$ cat config.mk
export PLATFORM = sky130hd
export DESIGN_NAME = service_request_status
export DESIGN_NICKNAME = d
export VERILOG_FILES = /design/src/hdl/pin_sync.v /design/src/hdl/sticky_events.v /design/src/hdl/service_request_status.v
export VERILOG_INCLUDE_DIRS = /design/src /design/src/hdl
export SDC_FILE = /design/constraint.sdc
export NUM_CORES = 1
export LEC_CHECK = 0
export BUFFER_PORTS_ARGS = -buffer_cell sky130_fd_sc_hd__buf_2
export CAP_MARGIN = 10
export CORE_UTILIZATION = 28
export DETAILED_ROUTE_END_ITERATION = 6
export GPL_TIMING_DRIVEN = 0
export HOLD_SLACK_MARGIN = 0.15
export PLACE_DENSITY = 0.47
export SYNTH_ARGS = -nofsm -noshare
export SYNTH_HDL_FRONTEND = slang
export SYNTH_SLANG_ARGS = --single-unit
$ cat constraint.sdc
create_clock -name CLOCK -period 2.24 [get_ports CLOCK]
set_input_delay 0 -clock CLOCK [delete_from_list [all_inputs] [get_ports CLOCK]]
set_output_delay 0 -clock CLOCK [all_outputs]
set_load 0.03 [all_outputs]
$ cat src/hdl/srq_regs.vh
// Register offsets, field positions and reset values of the service request block
`ifndef SRQ_REGS_VH
`define SRQ_REGS_VH

`define OFS_STATUS_BYTE     8'h00
`define OFS_SRQ_ENABLE      8'h04
`define OFS_STD_EVENT       8'h08
`define OFS_STD_ENABLE      8'h0C
`define OFS_STATE_EVENTS    8'h10
`define OFS_STATE_ENABLE    8'h14
`define OFS_USER_EVENTS     8'h18
`define OFS_CONTROL         8'h1C
`define OFS_SERIAL_POLL     8'h20
`define OFS_IRQ_STATUS      8'h24
`define OFS_IRQ_MASK        8'h28
`define OFS_STATE_QUERY     8'h2C

`define STB_SC_BIT          0
`define STB_MAV_BIT         4
`define STB_ESB_BIT         5
`define STB_RQS_BIT         6
`define ESR_USER_BIT        6
`define SC_ACQ_BIT          0
`define SC_LOCAL_BIT        2
`define CTRL_HDR_BIT        0
`define CTRL_CLS_BIT        1

`define IRQ_SRQ_BIT         0
`define IRQ_SC_BIT          1
`define IRQ_ESB_BIT         2

`define SRE_RESET           8'h00
`define ESE_RESET           8'h00
`define SC_MASK_RESET       16'h0000
`define CTRL_HDR_RESET      1'b1
`define IRQ_MASK_RESET      3'h0
`define QUERY_HDR_TAG       16'h0A5A

`endif

$ cat src/hdl/pin_sync.v
// Three-stage synchroniser with agreement filter and rising-edge pulse
`timescale 1ns/1ps
`default_nettype none
module pin_sync #(
   parameter W = 1
) (
   input  wire         clk,
   input  wire         rst,
   input  wire [W-1:0] pin,
   output reg  [W-1:0] level_ff,
   output wire [W-1:0] rise
);
   reg [W-1:0] s1_ff;
   reg [W-1:0] s2_ff;
   reg [W-1:0] s3_ff;
   reg [W-1:0] nxt_level;
   reg [W-1:0] prev_ff;
   integer     i;

   // Level only moves where the second and third stages agree
   always @* begin
      nxt_level = level_ff;
      for (i = 0; i < W; i = i + 1) begin
         if (s2_ff[i] == s3_ff[i]) begin
            nxt_level[i] = s3_ff[i];
         end
      end
   end

   always @(posedge clk) begin
      if (rst) begin
         s1_ff    <= {W{1'b0}};
         s2_ff    <= {W{1'b0}};
         s3_ff    <= {W{1'b0}};
         level_ff <= {W{1'b0}};
         prev_ff  <= {W{1'b0}};
      end else begin
         s1_ff    <= pin;
         s2_ff    <= s1_ff;
         s3_ff    <= s2_ff;
         level_ff <= nxt_level;
         prev_ff  <= level_ff;
      end
   end

   assign rise = level_ff & ~prev_ff;
endmodule
`default_nettype wire

$ cat src/hdl/sticky_events.v
// Sticky event register with clear, enable mask and summary
`timescale 1ns/1ps
`default_nettype none
module sticky_events #(
   parameter W = 8
) (
   input  wire         clk,
   input  wire         rst,
   input  wire [W-1:0] set,
   input  wire         clr,
   input  wire [W-1:0] mask,
   output reg  [W-1:0] events_ff,
   output wire         summary
);
   // Set wins over a clear in the same cycle
   wire [W-1:0] nxt_events = set | (clr ? {W{1'b0}} : events_ff);

   always @(posedge clk) begin
      if (rst) begin
         events_ff <= {W{1'b0}};
      end else begin
         events_ff <= nxt_events;
      end
   end

   assign summary = |(events_ff & mask);
endmodule
`default_nettype wire

$ cat src/hdl/service_request_status.v
// Status byte, event registers and service request generation with Avalon-MM slave
//
// Behaviour
// - After reset the service request enable mask is zero, so no request.
// - Software writes the service request enable mask; it qualifies requests.
// - Request line rises once an enabled status byte bit becomes set.
// - Request bit stays latched until the status byte is read or polled, or a control write sets the clear bit.
// - Status byte read clears every bit but message-available at bit 4.
// - Enable mask of zero blocks every request.
// - Enabled state-change summary sits at status bit 0; mask value 1 enables it.
// - State-change bit 0 is new acquisition, bit 2 is local button.
// - State-change summary is OR of events gated by their enable bits.
// - User requests set standard event bit 6, never the status byte directly.
// - User request reaches status byte only with standard enable value 64.
// - Standard event summary sits at status bit 5; mask value 32 enables it.
// - Reading the state-change register returns it and clears it.
// - With header mode off, query answers carry the bare value.
// - Serial poll clears only the request bit of the status byte.
`include "srq_regs.vh"
`timescale 1ns/1ps
`default_nettype none
module service_request_status (
   input  wire        CLOCK,
   input  wire        RESET,
   input  wire [7:0]  ADDRESS,
   input  wire        READ,
   input  wire        WRITE,
   input  wire [31:0] WRITEDATA,
   input  wire [3:0]  BYTEENABLE,
   output reg  [31:0] READDATA,
   output reg         WAITREQUEST,
   input  wire        ACQ_DONE,
   input  wire        LOCAL_REQ,
   input  wire [7:0]  SOFT_KEY,
   input  wire [15:0] STATE_EVENT,
   input  wire [7:0]  STD_EVENT,
   input  wire        MSG_AVAIL,
   output reg         SRQ_OUT,
   output reg         RESP_HEADER,
   output reg         IRQ
);
   reg  [7:0]  sre_ff;
   reg  [7:0]  ese_ff;
   reg  [15:0] sc_mask_ff;
   reg  [2:0]  irq_mask_ff;
   reg  [2:0]  irq_stat_ff;
   reg         hdr_ff;
   reg         sc_sum_ff;
   reg         esb_ff;
   reg         rqs_ff;
   reg         req_prev_ff;
   reg         sc_prev_ff;
   reg         esb_prev_ff;
   reg         srq_prev_ff;
   reg  [31:0] rdata;
   reg         rd_stb;
   reg         rd_spoll;
   reg         rd_esr;
   reg         rd_sc;
   reg         rd_user;
   reg         rd_irq;
   reg         cls;
   wire        acc;
   wire        acc_rd;
   wire        acc_wr;
   wire        acq_rise;
   wire        local_rise;
   wire [7:0]  key_rise;
   wire [15:0] sc_set;
   wire [15:0] sc_q;
   wire        sc_any;
   wire [7:0]  user_q;
   wire [7:0]  esr_set;
   wire [7:0]  esr_q;
   wire        esr_sum;
   wire [7:0]  stb_view;
   wire        req_now;
   wire        nxt_sc_sum;
   wire        nxt_esb;
   wire        nxt_rqs;
   wire [2:0]  irq_ev;
   wire [2:0]  nxt_irq_stat;

   // Byte-lane write merge for the 8-bit masks
   function [7:0] wr8;
      input [7:0]  old;
      input [31:0] data;
      input [3:0]  be;
      begin
         wr8 = be[0] ? data[7:0] : old;
      end
   endfunction

   // Pins from the front panel and acquisition logic arrive asynchronously
   pin_sync #(.W(1)) u_acq_sync (
      .clk      (CLOCK),
      .rst      (RESET),
      .pin      (ACQ_DONE),
      .level_ff (),
      .rise     (acq_rise)
   );

   pin_sync #(.W(1)) u_local_sync (
      .clk      (CLOCK),
      .rst      (RESET),
      .pin      (LOCAL_REQ),
      .level_ff (),
      .rise     (local_rise)
   );

   pin_sync #(.W(8)) u_key_sync (
      .clk      (CLOCK),
      .rst      (RESET),
      .pin      (SOFT_KEY),
      .level_ff (),
      .rise     (key_rise)
   );

   // Acquisition and local-button events own fixed positions
   assign sc_set  = (STATE_EVENT & ~16'h0005)
                  | {15'h0000, acq_rise}
                  | {13'h0000, local_rise, 2'b00};

   sticky_events #(.W(16)) u_state_change_events (
      .clk       (CLOCK),
      .rst       (RESET),
      .set       (sc_set),
      .clr       (rd_sc | cls),
      .mask      (sc_mask_ff),
      .events_ff (sc_q),
      .summary   (sc_any)
   );

   sticky_events #(.W(8)) u_user_request_events (
      .clk       (CLOCK),
      .rst       (RESET),
      .set       (key_rise),
      .clr       (rd_user | cls),
      .mask      (8'hFF),
      .events_ff (user_q),
      .summary   ()
   );

   // User requests reach the status byte only through the standard event register
   assign esr_set = (STD_EVENT & ~8'h40) | {1'b0, (|key_rise), 6'h00};

   sticky_events #(.W(8)) u_std_events (
      .clk       (CLOCK),
      .rst       (RESET),
      .set       (esr_set),
      .clr       (rd_esr | cls),
      .mask      (ese_ff),
      .events_ff (esr_q),
      .summary   (esr_sum)
   );

   // A new enabled event sets the summary; a status read clears it
   assign nxt_sc_sum = (|(sc_set & sc_mask_ff)) | (sc_sum_ff & ~rd_stb & ~cls);
   assign nxt_esb = (|(esr_set & ese_ff)) | (esb_ff & ~rd_stb & ~cls);

   // Message-available follows its source live and survives reads
   assign stb_view = {1'b0, rqs_ff, esb_ff, MSG_AVAIL, 3'b000, sc_sum_ff};

   // Request bit is excluded from its own enable
   assign req_now = |(stb_view & sre_ff & ~8'h40);

   // Fresh rise sets the latch; set beats a same-cycle read clear
   assign nxt_rqs = (req_now & ~req_prev_ff)
                  | (rqs_ff & ~rd_stb & ~rd_spoll & ~cls);

   assign irq_ev = {esr_sum & ~esb_prev_ff,
                    sc_any & ~sc_prev_ff,
                    SRQ_OUT & ~srq_prev_ff};
   assign nxt_irq_stat = irq_ev | (rd_irq ? 3'h0 : irq_stat_ff);

   // One wait cycle, then the answer; side effects act at the first edge
   assign acc    = (READ | WRITE) & WAITREQUEST;
   assign acc_rd = acc & READ;
   assign acc_wr = acc & WRITE;

   always @* begin
      rdata    = 32'h00000000;
      rd_stb   = 1'b0;
      rd_spoll = 1'b0;
      rd_esr   = 1'b0;
      rd_sc    = 1'b0;
      rd_user  = 1'b0;
      rd_irq   = 1'b0;
      cls      = acc_wr & (ADDRESS == `OFS_CONTROL) & BYTEENABLE[0] & WRITEDATA[`CTRL_CLS_BIT];
      case (ADDRESS)
         `OFS_STATUS_BYTE: begin
            rdata  = {24'h000000, stb_view};
            rd_stb = acc_rd;
         end
         `OFS_SERIAL_POLL: begin
            rdata    = {24'h000000, stb_view};
            rd_spoll = acc_rd;
         end
         `OFS_SRQ_ENABLE: begin
            rdata = {24'h000000, sre_ff};
         end
         `OFS_STD_EVENT: begin
            rdata  = {24'h000000, esr_q};
            rd_esr = acc_rd;
         end
         `OFS_STD_ENABLE: begin
            rdata = {24'h000000, ese_ff};
         end
         `OFS_STATE_EVENTS: begin
            rdata = {16'h0000, sc_q};
            rd_sc = acc_rd;
         end
         `OFS_STATE_ENABLE: begin
            rdata = {16'h0000, sc_mask_ff};
         end
         `OFS_USER_EVENTS: begin
            rdata   = {24'h000000, user_q};
            rd_user = acc_rd;
         end
         `OFS_CONTROL: begin
            rdata = {30'h00000000, 1'b0, hdr_ff};
         end
         `OFS_IRQ_STATUS: begin
            rdata  = {29'h00000000, irq_stat_ff};
            rd_irq = acc_rd;
         end
         `OFS_IRQ_MASK: begin
            rdata = {29'h00000000, irq_mask_ff};
         end
         `OFS_STATE_QUERY: begin
            // Header tag only when header mode is on
            rdata = {(hdr_ff ? `QUERY_HDR_TAG : 16'h0000), sc_q};
            rd_sc = acc_rd;
         end
         default: begin
            rdata = 32'h00000000;
         end
      endcase
   end

   always @(posedge CLOCK) begin
      if (RESET) begin
         WAITREQUEST <= 1'b1;
         READDATA    <= 32'h00000000;
         sre_ff      <= `SRE_RESET;
         ese_ff      <= `ESE_RESET;
         sc_mask_ff  <= `SC_MASK_RESET;
         hdr_ff      <= `CTRL_HDR_RESET;
         irq_mask_ff <= `IRQ_MASK_RESET;
      end else begin
         WAITREQUEST <= ~acc;
         if (acc_rd) begin
            READDATA <= rdata;
         end
         if (acc_wr) begin
            case (ADDRESS)
               `OFS_SRQ_ENABLE: begin
                  sre_ff <= wr8(sre_ff, WRITEDATA, BYTEENABLE);
               end
               `OFS_STD_ENABLE: begin
                  ese_ff <= wr8(ese_ff, WRITEDATA, BYTEENABLE);
               end
               `OFS_STATE_ENABLE: begin
                  sc_mask_ff <= {wr8(sc_mask_ff[15:8], {24'h000000, WRITEDATA[15:8]}, {3'b000, BYTEENABLE[1]}),
                                 wr8(sc_mask_ff[7:0], WRITEDATA, BYTEENABLE)};
               end
               `OFS_CONTROL: begin
                  if (BYTEENABLE[0]) begin
                     hdr_ff <= WRITEDATA[`CTRL_HDR_BIT];
                  end
               end
               `OFS_IRQ_MASK: begin
                  if (BYTEENABLE[0]) begin
                     irq_mask_ff <= WRITEDATA[2:0];
                  end
               end
               default: begin
                  hdr_ff <= hdr_ff;
               end
            endcase
         end
      end
   end

   always @(posedge CLOCK) begin
      if (RESET) begin
         sc_sum_ff   <= 1'b0;
         esb_ff      <= 1'b0;
         rqs_ff      <= 1'b0;
         req_prev_ff <= 1'b0;
         sc_prev_ff  <= 1'b0;
         esb_prev_ff <= 1'b0;
         srq_prev_ff <= 1'b0;
         irq_stat_ff <= 3'h0;
         SRQ_OUT     <= 1'b0;
         RESP_HEADER <= 1'b1;
         IRQ         <= 1'b0;
      end else begin
         sc_sum_ff   <= nxt_sc_sum;
         esb_ff      <= nxt_esb;
         rqs_ff      <= nxt_rqs;
         req_prev_ff <= req_now;
         sc_prev_ff  <= sc_any;
         esb_prev_ff <= esr_sum;
         srq_prev_ff <= SRQ_OUT;
         irq_stat_ff <= nxt_irq_stat;
         // Line held while latched and some enabled bit still pending
         SRQ_OUT     <= nxt_rqs & req_now;
         RESP_HEADER <= hdr_ff;
         IRQ         <= |(nxt_irq_stat & irq_mask_ff);
      end
   end
endmodule
`default_nettype wire

==> Flow_metrics.wiki, run 1 <==
{| class="wikitable"
! Metric !! Value
|-
| Status || completed
|-
| Required time of the critical path || 2.53 ns
|-
| Synth Warn # || 0
|-
| Hold Crit Class || input port to flop
|-
| Instance count along the most critical hold path || 2
|-
| Largest stage delay on the critical path || between 0.6 and 0.7 ns
|-
| DRC violations left || 0
|-
| Clock root cell || sky130_fd_sc_hd__clkbuf_16
|-
| Total core area || 20200 sq um
|-
| Crit path launch type || input port
|-
| Number of diodes added for antenna fixing || 0
|-
| Wire length of the first global-routing pass || 27.7 mm
|-
| Mapped Cells || 612
|-
| Initial drt markers || ~410
|-
| Worst path bufs/invs || 3
|-
| Number of global-route vias before repair || around 5000
|-
| Maximum achievable frequency || 459 MHz
|-
| Clk Latency, worst-skew pair || 0.43 ns
|-
| GP Congestion || 0.933
|-
| FFs w/ async S/R, synth || 0
|-
| Seq cells post-synth || 149
|-
| Portion of total power attributed to sequential cells || 0.460
|-
| CP Data Arrival Time || 2.47 ns
|-
| Setup slack of the most critical reg-to-reg path || roughly 0.12 ns
|-
| Most frequent cell after synthesis || sky130_fd_sc_hd__dfxtp_1
|-
| Via count normalized by instance count || 4.82
|-
| Worst voltage drop across the vdd grid || approximately 0.5 mV
|-
| Top flop regs || READDATA (17), sc_mask_ff (16), u_state_change_events.events_ff (16)
|-
| Layout area overhead || 34.2%
|-
| Largest register FFs || 17
|-
| Die area || 21200 sq um
|-
| Sort of element at the end of the critical path || flop
|-
| Reported net switching power || 1.39 mW
|-
| Worst Skew || roughly 0.013 ns
|-
| Crit-path max FO || 10
|-
| Portion of the post-synthesis area used by sequential elements || 0.516
|-
| Number of detailed-route iterations in the first pass || 6
|-
| Number of nets still failing antenna checks after routing || 0
|-
| Antenna violations before repair || 0
|-
| Cell leakage power || between 2 and 3 nW
|-
| GR Util met3 || 0.0401
|-
| Critical path type || input port to flop
|-
| Maximum number of pins on one net before global-route repair || 17
|-
| Worst hold start || RESET
|-
| Most frequently used flop master after synthesis || sky130_fd_sc_hd__dfxtp_1
|-
| Port Buf Inserts || 84
|-
| Sequence of cells on the critical path || dlygate4sd3_1 -> buf_2 -> buf_1 -> nor2b_1 -> a22oi_1 -> o22ai_1 -> a2111oi_0 -> o21ai_0
|-
| Final setup violation count || 0
|-
| Total CTS buffers || 17
|-
| Max-slew violations || 0
|-
| Number of distinct library cell variants in the gate-level netlist after synthesis || 52
|-
| Max-cap violations || 0
|-
| List of most frequent post-synthesis cells || sky130_fd_sc_hd__dfxtp_1, sky130_fd_sc_hd__nand2_1, sky130_fd_sc_hd__a21oi_1
|-
| Switch share || 0.233
|-
| Relative contribution of combinational cells to total power || 0.067
|-
| Final Net Count || 864
|-
| Synthesized area per cell || 9.45 sq um
|-
| DP Area || 6570 sq um
|-
| Total wirelength of the detailed-routed design || 17.8 mm
|-
| Die height || ~150 um
|-
| Total standard cell area after synthesis || 5780 sq um
|-
| Minimum hold slack || 0.208 ns
|-
| Category of cells accounting for the largest share of critical-path delay || compound AO/OA/AOI/OAI gates
|-
| EDFF count, synth || 0
|-
| Critical path's slowest cell || sky130_fd_sc_hd__a2111oi_0
|-
| Slew Limit Headroom || 0.467
|-
| RSZ-0062 raised after global routing || no
|-
| Clock Tree Buf Depth || 2
|-
| CTS tree || yes
|-
| Cell area power density || 772 nW/um^2
|-
| Worst Hold Path EP || u_acq_sync.prev_ff
|-
| Average routed wire per standard cell || 16.7 um
|-
| Global-route usage over all layers || 0.171
|-
| Biggest area contributors in the synthesized netlist || sky130_fd_sc_hd__dfxtp_1, sky130_fd_sc_hd__nand2_1, sky130_fd_sc_hd__nor2b_1
|-
| Endpoint of the most critical register-to-register path || IRQ
|-
| Level count of the clock H-tree || 4
|-
| Worst slack, placed || -0.196 ns
|-
| Cell taking the most area after synthesis || sky130_fd_sc_hd__dfxtp_1
|-
| Fraction of layout instances using a drive strength above 1 || 0.196
|-
| Post-route cell area || 7760 sq um
|-
| R2r startpoint || WAITREQUEST
|-
| Clock share of power || 0.473
|-
| Global routing usage on met1 || 0.225
|-
| Final critical path time including I/O delays and setup || 2.18 ns
|-
| Die outline width || 146 um
|-
| Global Route met2 Usage || 0.273
|-
| Starting Density || 0.286
|-
| # rows || 52
|-
| Worst-path clk slew || 0.06 ns
|-
| Routed vias || 5127
|-
| Total global routing overflow || 0
|-
| Internal power contribution || 4.59 mW
|-
| Min setup slack post-route || 0.0601 ns
|-
| Final worst-path cycle share || 0.973
|-
| Total Power Consumption || between 5 and 6 mW
|-
| Final-report hold violation count || 0
|-
| CTS Sinks || 149
|-
| Fraction of post-synthesis cell area in the top cell type by area || 0.516
|-
| Busiest layer in global routing || met2
|-
| Count of boundary I/O pins || 119
|-
| Utilization of the core after routing || 0.383
|-
| Detail Placement HPWL || 13.1 mm
|-
| Reg with most FFs || READDATA
|-
| Worst r2r path cells || 6
|-
| Least-Margin Pin Slew || 0.800 ns
|}
cell usage in the layout, fill, tap and decap left out, drive strengths merged, types with 4 or more instances in the layout:
master and n:
and4 4, clkbuf 43, a221oi 11, nor4b 4, conb 10, nand2b 9, nor2b 45, clkinvlp 4
dfxtp 149, nor2 28, mux2i 12, a22oi 29, a31oi 5, o21ai 24, inv 5, nand4 5
a222oi 6, buf 109, dlygate4sd3 57, nand2 87, nand3 14, o22ai 5, a22o 25, clkinv 5
a21oi 56, and3 8
power groups by stage:
stage / Sequential (mW) / Combinational, mW / Clock [mW]
finish: 2.75 / 0.400 / 2.83
global placement: 2.81 / 0.311 / 0
global route: 2.76 / 0.430 / 3.01
floorplan: 2.80 / 0.175 / 0
CTS: 2.75 / 0.394 / 2.88
detailed placement: 2.81 / 0.316 / 0
worst max-delay path by stage:
stage | cells past startpoint | start | endpoint | slack, ns
2_1_floorplan | 6 | WAITREQUEST | IRQ | 0.28
3_3_place_gp | 5 | RESET | irq_mask_ff[1] | -0.15
3_5_place_dp | 5 | RESET | sc_mask_ff[9] | -0.20
4_1_cts | 6 | WAITREQUEST | u_state_change_events.events_ff[8] | 0.08
5_1_grt | 6 | WAITREQUEST | READDATA[3] | 0.006
6_report | 8 | ADDRESS[2] | READDATA[2] | 0.06
final cells by class:
| class | count | area [sq um] |
|---|---|---|
| buffer | 47 | 251 |
| clock buffer | 21 | 460 |
| clock inverter | 11 | 126 |
| fill | 2047 | 12500 |
| inverter | 5 | 18.8 |
| multi-input combinational | 420 | 2590 |
| sequential | 149 | 2980 |
| tap | 270 | 338 |
| timing repair buffer | 141 | 991 |
routing by layer:
metal	share of wire	vias to the layer above
li1	-	2522
met1	0.47	2407
met2	0.47	175
met3	0.048	23
met4	0.017	0
met5	0	-
through the flow:
step	TNS (ns)	cells
global placement	-2.56	975
finish	0	1064
CTS	0	1064
floorplan	0	621
detailed placement	-3.52	975
global route	0	1064
timing repair:
item                                   in CTS  in global routing
buffers inserted                            0                  0
hold buffers                               57                  0
gates resized for setup                     0                  3
setup endpoints to repair                   0                 22
endpoints found under the hold margin      76                  0
logic make-up (layout without fill, tap and decap cells):
family,count (synthesis),after routing,synth area share
DFF,149,149,0.516
AOI/OAI and AO/OA,173,173,0.202
other,1,10,0.000649
buffers and inverters,52,225,0.0467
muxes,17,17,0.0344
and+or+nand+nor,220,220,0.201
No activity file was read; power rests on OpenSTA's default activity.
==> inputs of run 2 (changes only) <==
RECOVER_POWER = 50   (was not set)
==> run 2 against run 1 <==
Critical path depth unchanged. Global-route usage is the same. Sequential power about the same. Combinational power barely moved. Clock skew barely moved. Cell count unchanged. Via count down 0.25%. Highest routed layer unchanged.
==> Flow_metrics.wiki, run 2 (synthesis results as in run 1) <==
{| class="wikitable"
! Metric !! Value
|-
| Status || completed
|-
| Max-cap violations || 0
|-
| Antenna violations before repair || 0
|-
| # rows || 52
|-
| Final critical path time including I/O delays and setup || 2.18 ns
|-
| Number of post-CTS setup repair buffers || 0
|-
| Utilization of the core after routing || 0.382
|-
| Setup slack of the most critical reg-to-reg path || approximately 0.13 ns
|-
| Sort of element at the end of the critical path || flop
|-
| Count of boundary I/O pins || around 120
|-
| Worst path bufs/invs || 3
|-
| Least-Margin Pin Slew || 0.808 ns
|-
| Critical path's slowest cell || sky130_fd_sc_hd__dlygate4sd3_1
|-
| Category of cells accounting for the largest share of critical-path delay || buffers and inverters
|-
| Maximum number of pins on one net before global-route repair || 17
|-
| Crit path launch type || input port
|-
| Max-slew violations || 0
|-
| RSZ-0062 raised after global routing || no
|-
| Routed vias || 5114
|-
| Via count normalized by instance count || roughly 4.8
|-
| Level count of the clock H-tree || 4
|-
| Cell leakage power || roughly 2.8 nW
|-
| Starting Density || 0.286
|-
| GP Congestion || 0.933
|-
| Switch share || 0.233
|-
| Sequential Area || approximately 3000 sq um
|-
| Die area || ~21000 sq um
|-
| Final setup violation count || 0
|-
| Slew Limit Headroom || 0.461
|-
| Most common library cell in the layout ignoring fill and taps || sky130_fd_sc_hd__dfxtp_1
|-
| Hold Crit Class || input port to flop
|-
| Global-route usage over all layers || 0.171
|-
| Total global routing overflow || 0
|-
| Clock share of power || 0.474
|-
| Number of detailed-route iterations in the first pass || 7
|-
| Wire length of the first global-routing pass || 27.7 mm
|-
| Worst-path clk slew || 0.06 ns
|-
| Path length in cells of the critical path || 8
|-
| Worst Hold Path EP || u_acq_sync.prev_ff
|-
| Fraction of layout instances using a drive strength above 1 || 0.165
|-
| Die outline width || 146 um
|-
| DP Area || 6570 sq um
|-
| Number of global-route vias before repair || roughly 4900
|-
| Worst r2r path cells || 6
|-
| Sequence of cells on the critical path || dlygate4sd3_1 -> buf_2 -> nor4_2 -> clkbuf_1 -> nand2_1 -> o22ai_1 -> a2111oi_0 -> o21ai_0
|-
| R2r startpoint || WAITREQUEST
|-
| CTS tree || yes
|-
| Final worst-path cycle share || 0.973
|-
| Instance count along the most critical hold path || 2
|-
| Required time of the critical path || 2.59 ns
|-
| CTS Sinks || about 150
|-
| Relative contribution of combinational cells to total power || 0.067
|-
| Final-report hold violation count || 0
|-
| Cell area power density || 775 nW/um^2
|-
| Clock Tree Buf Depth || 2
|-
| Portion of total power attributed to sequential cells || 0.460
|-
| Largest stage delay on the critical path || 0.54 ns
|-
| Final Net Count || 864
|-
| Number of diodes added for antenna fixing || 0
|-
| Maximum achievable frequency || 459 MHz
|-
| Footprint of the multi-input gates || about 2600 sq um
|-
| Number of nets still failing antenna checks after routing || 0
|-
| Critical path type || input port to flop
|-
| Worst hold start || RESET
|-
| Post-route cell area || 7730 sq um
|-
| Crit-path max FO || 10
|-
| Reported net switching power || around 1.4 mW
|-
| Largest register FFs || 17
|-
| Total CTS buffers || 17
|-
| Initial drt markers || just under 400
|-
| Top flop regs || READDATA (17), sc_mask_ff (16), u_state_change_events.events_ff (16)
|-
| Total Power Consumption || 5.99 mW
|-
| Worst Skew || ~0.013 ns
|-
| Endpoint of the most critical register-to-register path || IRQ
|-
| Total wirelength of the detailed-routed design || 17.8 mm
|-
| Layout area overhead || 33.6%
|-
| Internal power contribution || 4.59 mW
|-
| DRC violations left || 0
|-
| Detail Placement HPWL || 13.1 mm
|-
| Most used cells in the layout excluding fill and tap cells || sky130_fd_sc_hd__dfxtp_1, sky130_fd_sc_hd__nand2_1, sky130_fd_sc_hd__buf_2
|-
| Worst voltage drop across the vdd grid || 0.492 mV
|-
| Reg with most FFs || READDATA
|-
| Average routed wire per standard cell || about 17 um
|-
| Worst setup path start || ADDRESS[5]
|-
| Clk Latency, worst-skew pair || between 0.4 and 0.5 ns
|-
| Die height || 146 um
|-
| CP Data Arrival Time || roughly 2.5 ns
|-
| FILL cells || around 2100
|-
| Total core area || 20200 sq um
|-
| Port Buf Inserts || 84
|-
| Clock root cell || sky130_fd_sc_hd__clkbuf_16
|}
## run 2: layout make-up
class	count	share of cell area
inverter	5	0.00243
tap	270	0.0437
sequential	149	0.386
multi-input combinational	420	0.335
buffer	47	0.0326
clock buffer	21	0.0596
timing repair buffer	141	0.124
clock inverter	11	0.0164
## run 2: power by group through the flow
stage,Sequential [mW],Combinational (mW),Clock [mW]
2_1_floorplan,2.80,0.175,0
3_3_place_gp,2.81,0.311,0
3_5_place_dp,2.81,0.316,0
4_1_cts,2.75,0.394,2.88
5_1_grt,2.76,0.430,3.01
6_report,2.75,0.400,2.84
## run 2: worst max-delay path by stage
stage / slack [ns] / endpoint
floorplan: 0.28 / IRQ
global placement: -0.15 / irq_mask_ff[1]
detailed placement: -0.20 / sc_mask_ff[9]
CTS: 0.08 / u_state_change_events.events_ff[8]
global route: 0.006 / READDATA[3]
finish: 0.06 / READDATA[2]
## run 2: timing repair
action,CTS,global route
hold buffers,57,0
setup endpoints to repair,0,22
hold endpoints to repair,76,0
resized for setup,0,3
## run 2: metal layers
metal | wire length (um) | part of all wire | vias up | track usage
li1 | - | - | 2521 | -
met1 | 8270 | 0.47 | 2395 | 0.225
met2 | 8180 | 0.46 | 173 | 0.273
met3 | 975 | 0.055 | 25 | 0.0401
met4 | 352 | 0.020 | 0 | 0.0642
met5 | 0 | 0 | - | 0
## run 2: metrics by stage
stage / hold slack, ns / cells / setup WS (ns) / TNS, ns
6_report: 0.215 / 1064 / 0.0602 / 0
2_1_floorplan: 0.116 / 621 / 0.277 / 0
3_5_place_dp: 0.212 / 975 / -0.196 / -3.52
4_1_cts: 0.173 / 1064 / 0.0781 / 0
3_3_place_gp: 0.209 / 975 / -0.147 / -2.56
5_1_grt: 0.222 / 1064 / 0.00638 / 0
## run 2: worst register-to-register path, delay by kind of cell, from the launching register on
| kind | cells | cell delay [ns] |
|---|---|---|
| AO/OA/AOI/OAI | 4 | 1.09 |
| buffers and inverters | 1 | 0.38 |
| flip-flops | 1 | 0.40 |
| AND/OR/NAND/NOR | 1 | 0.15 |
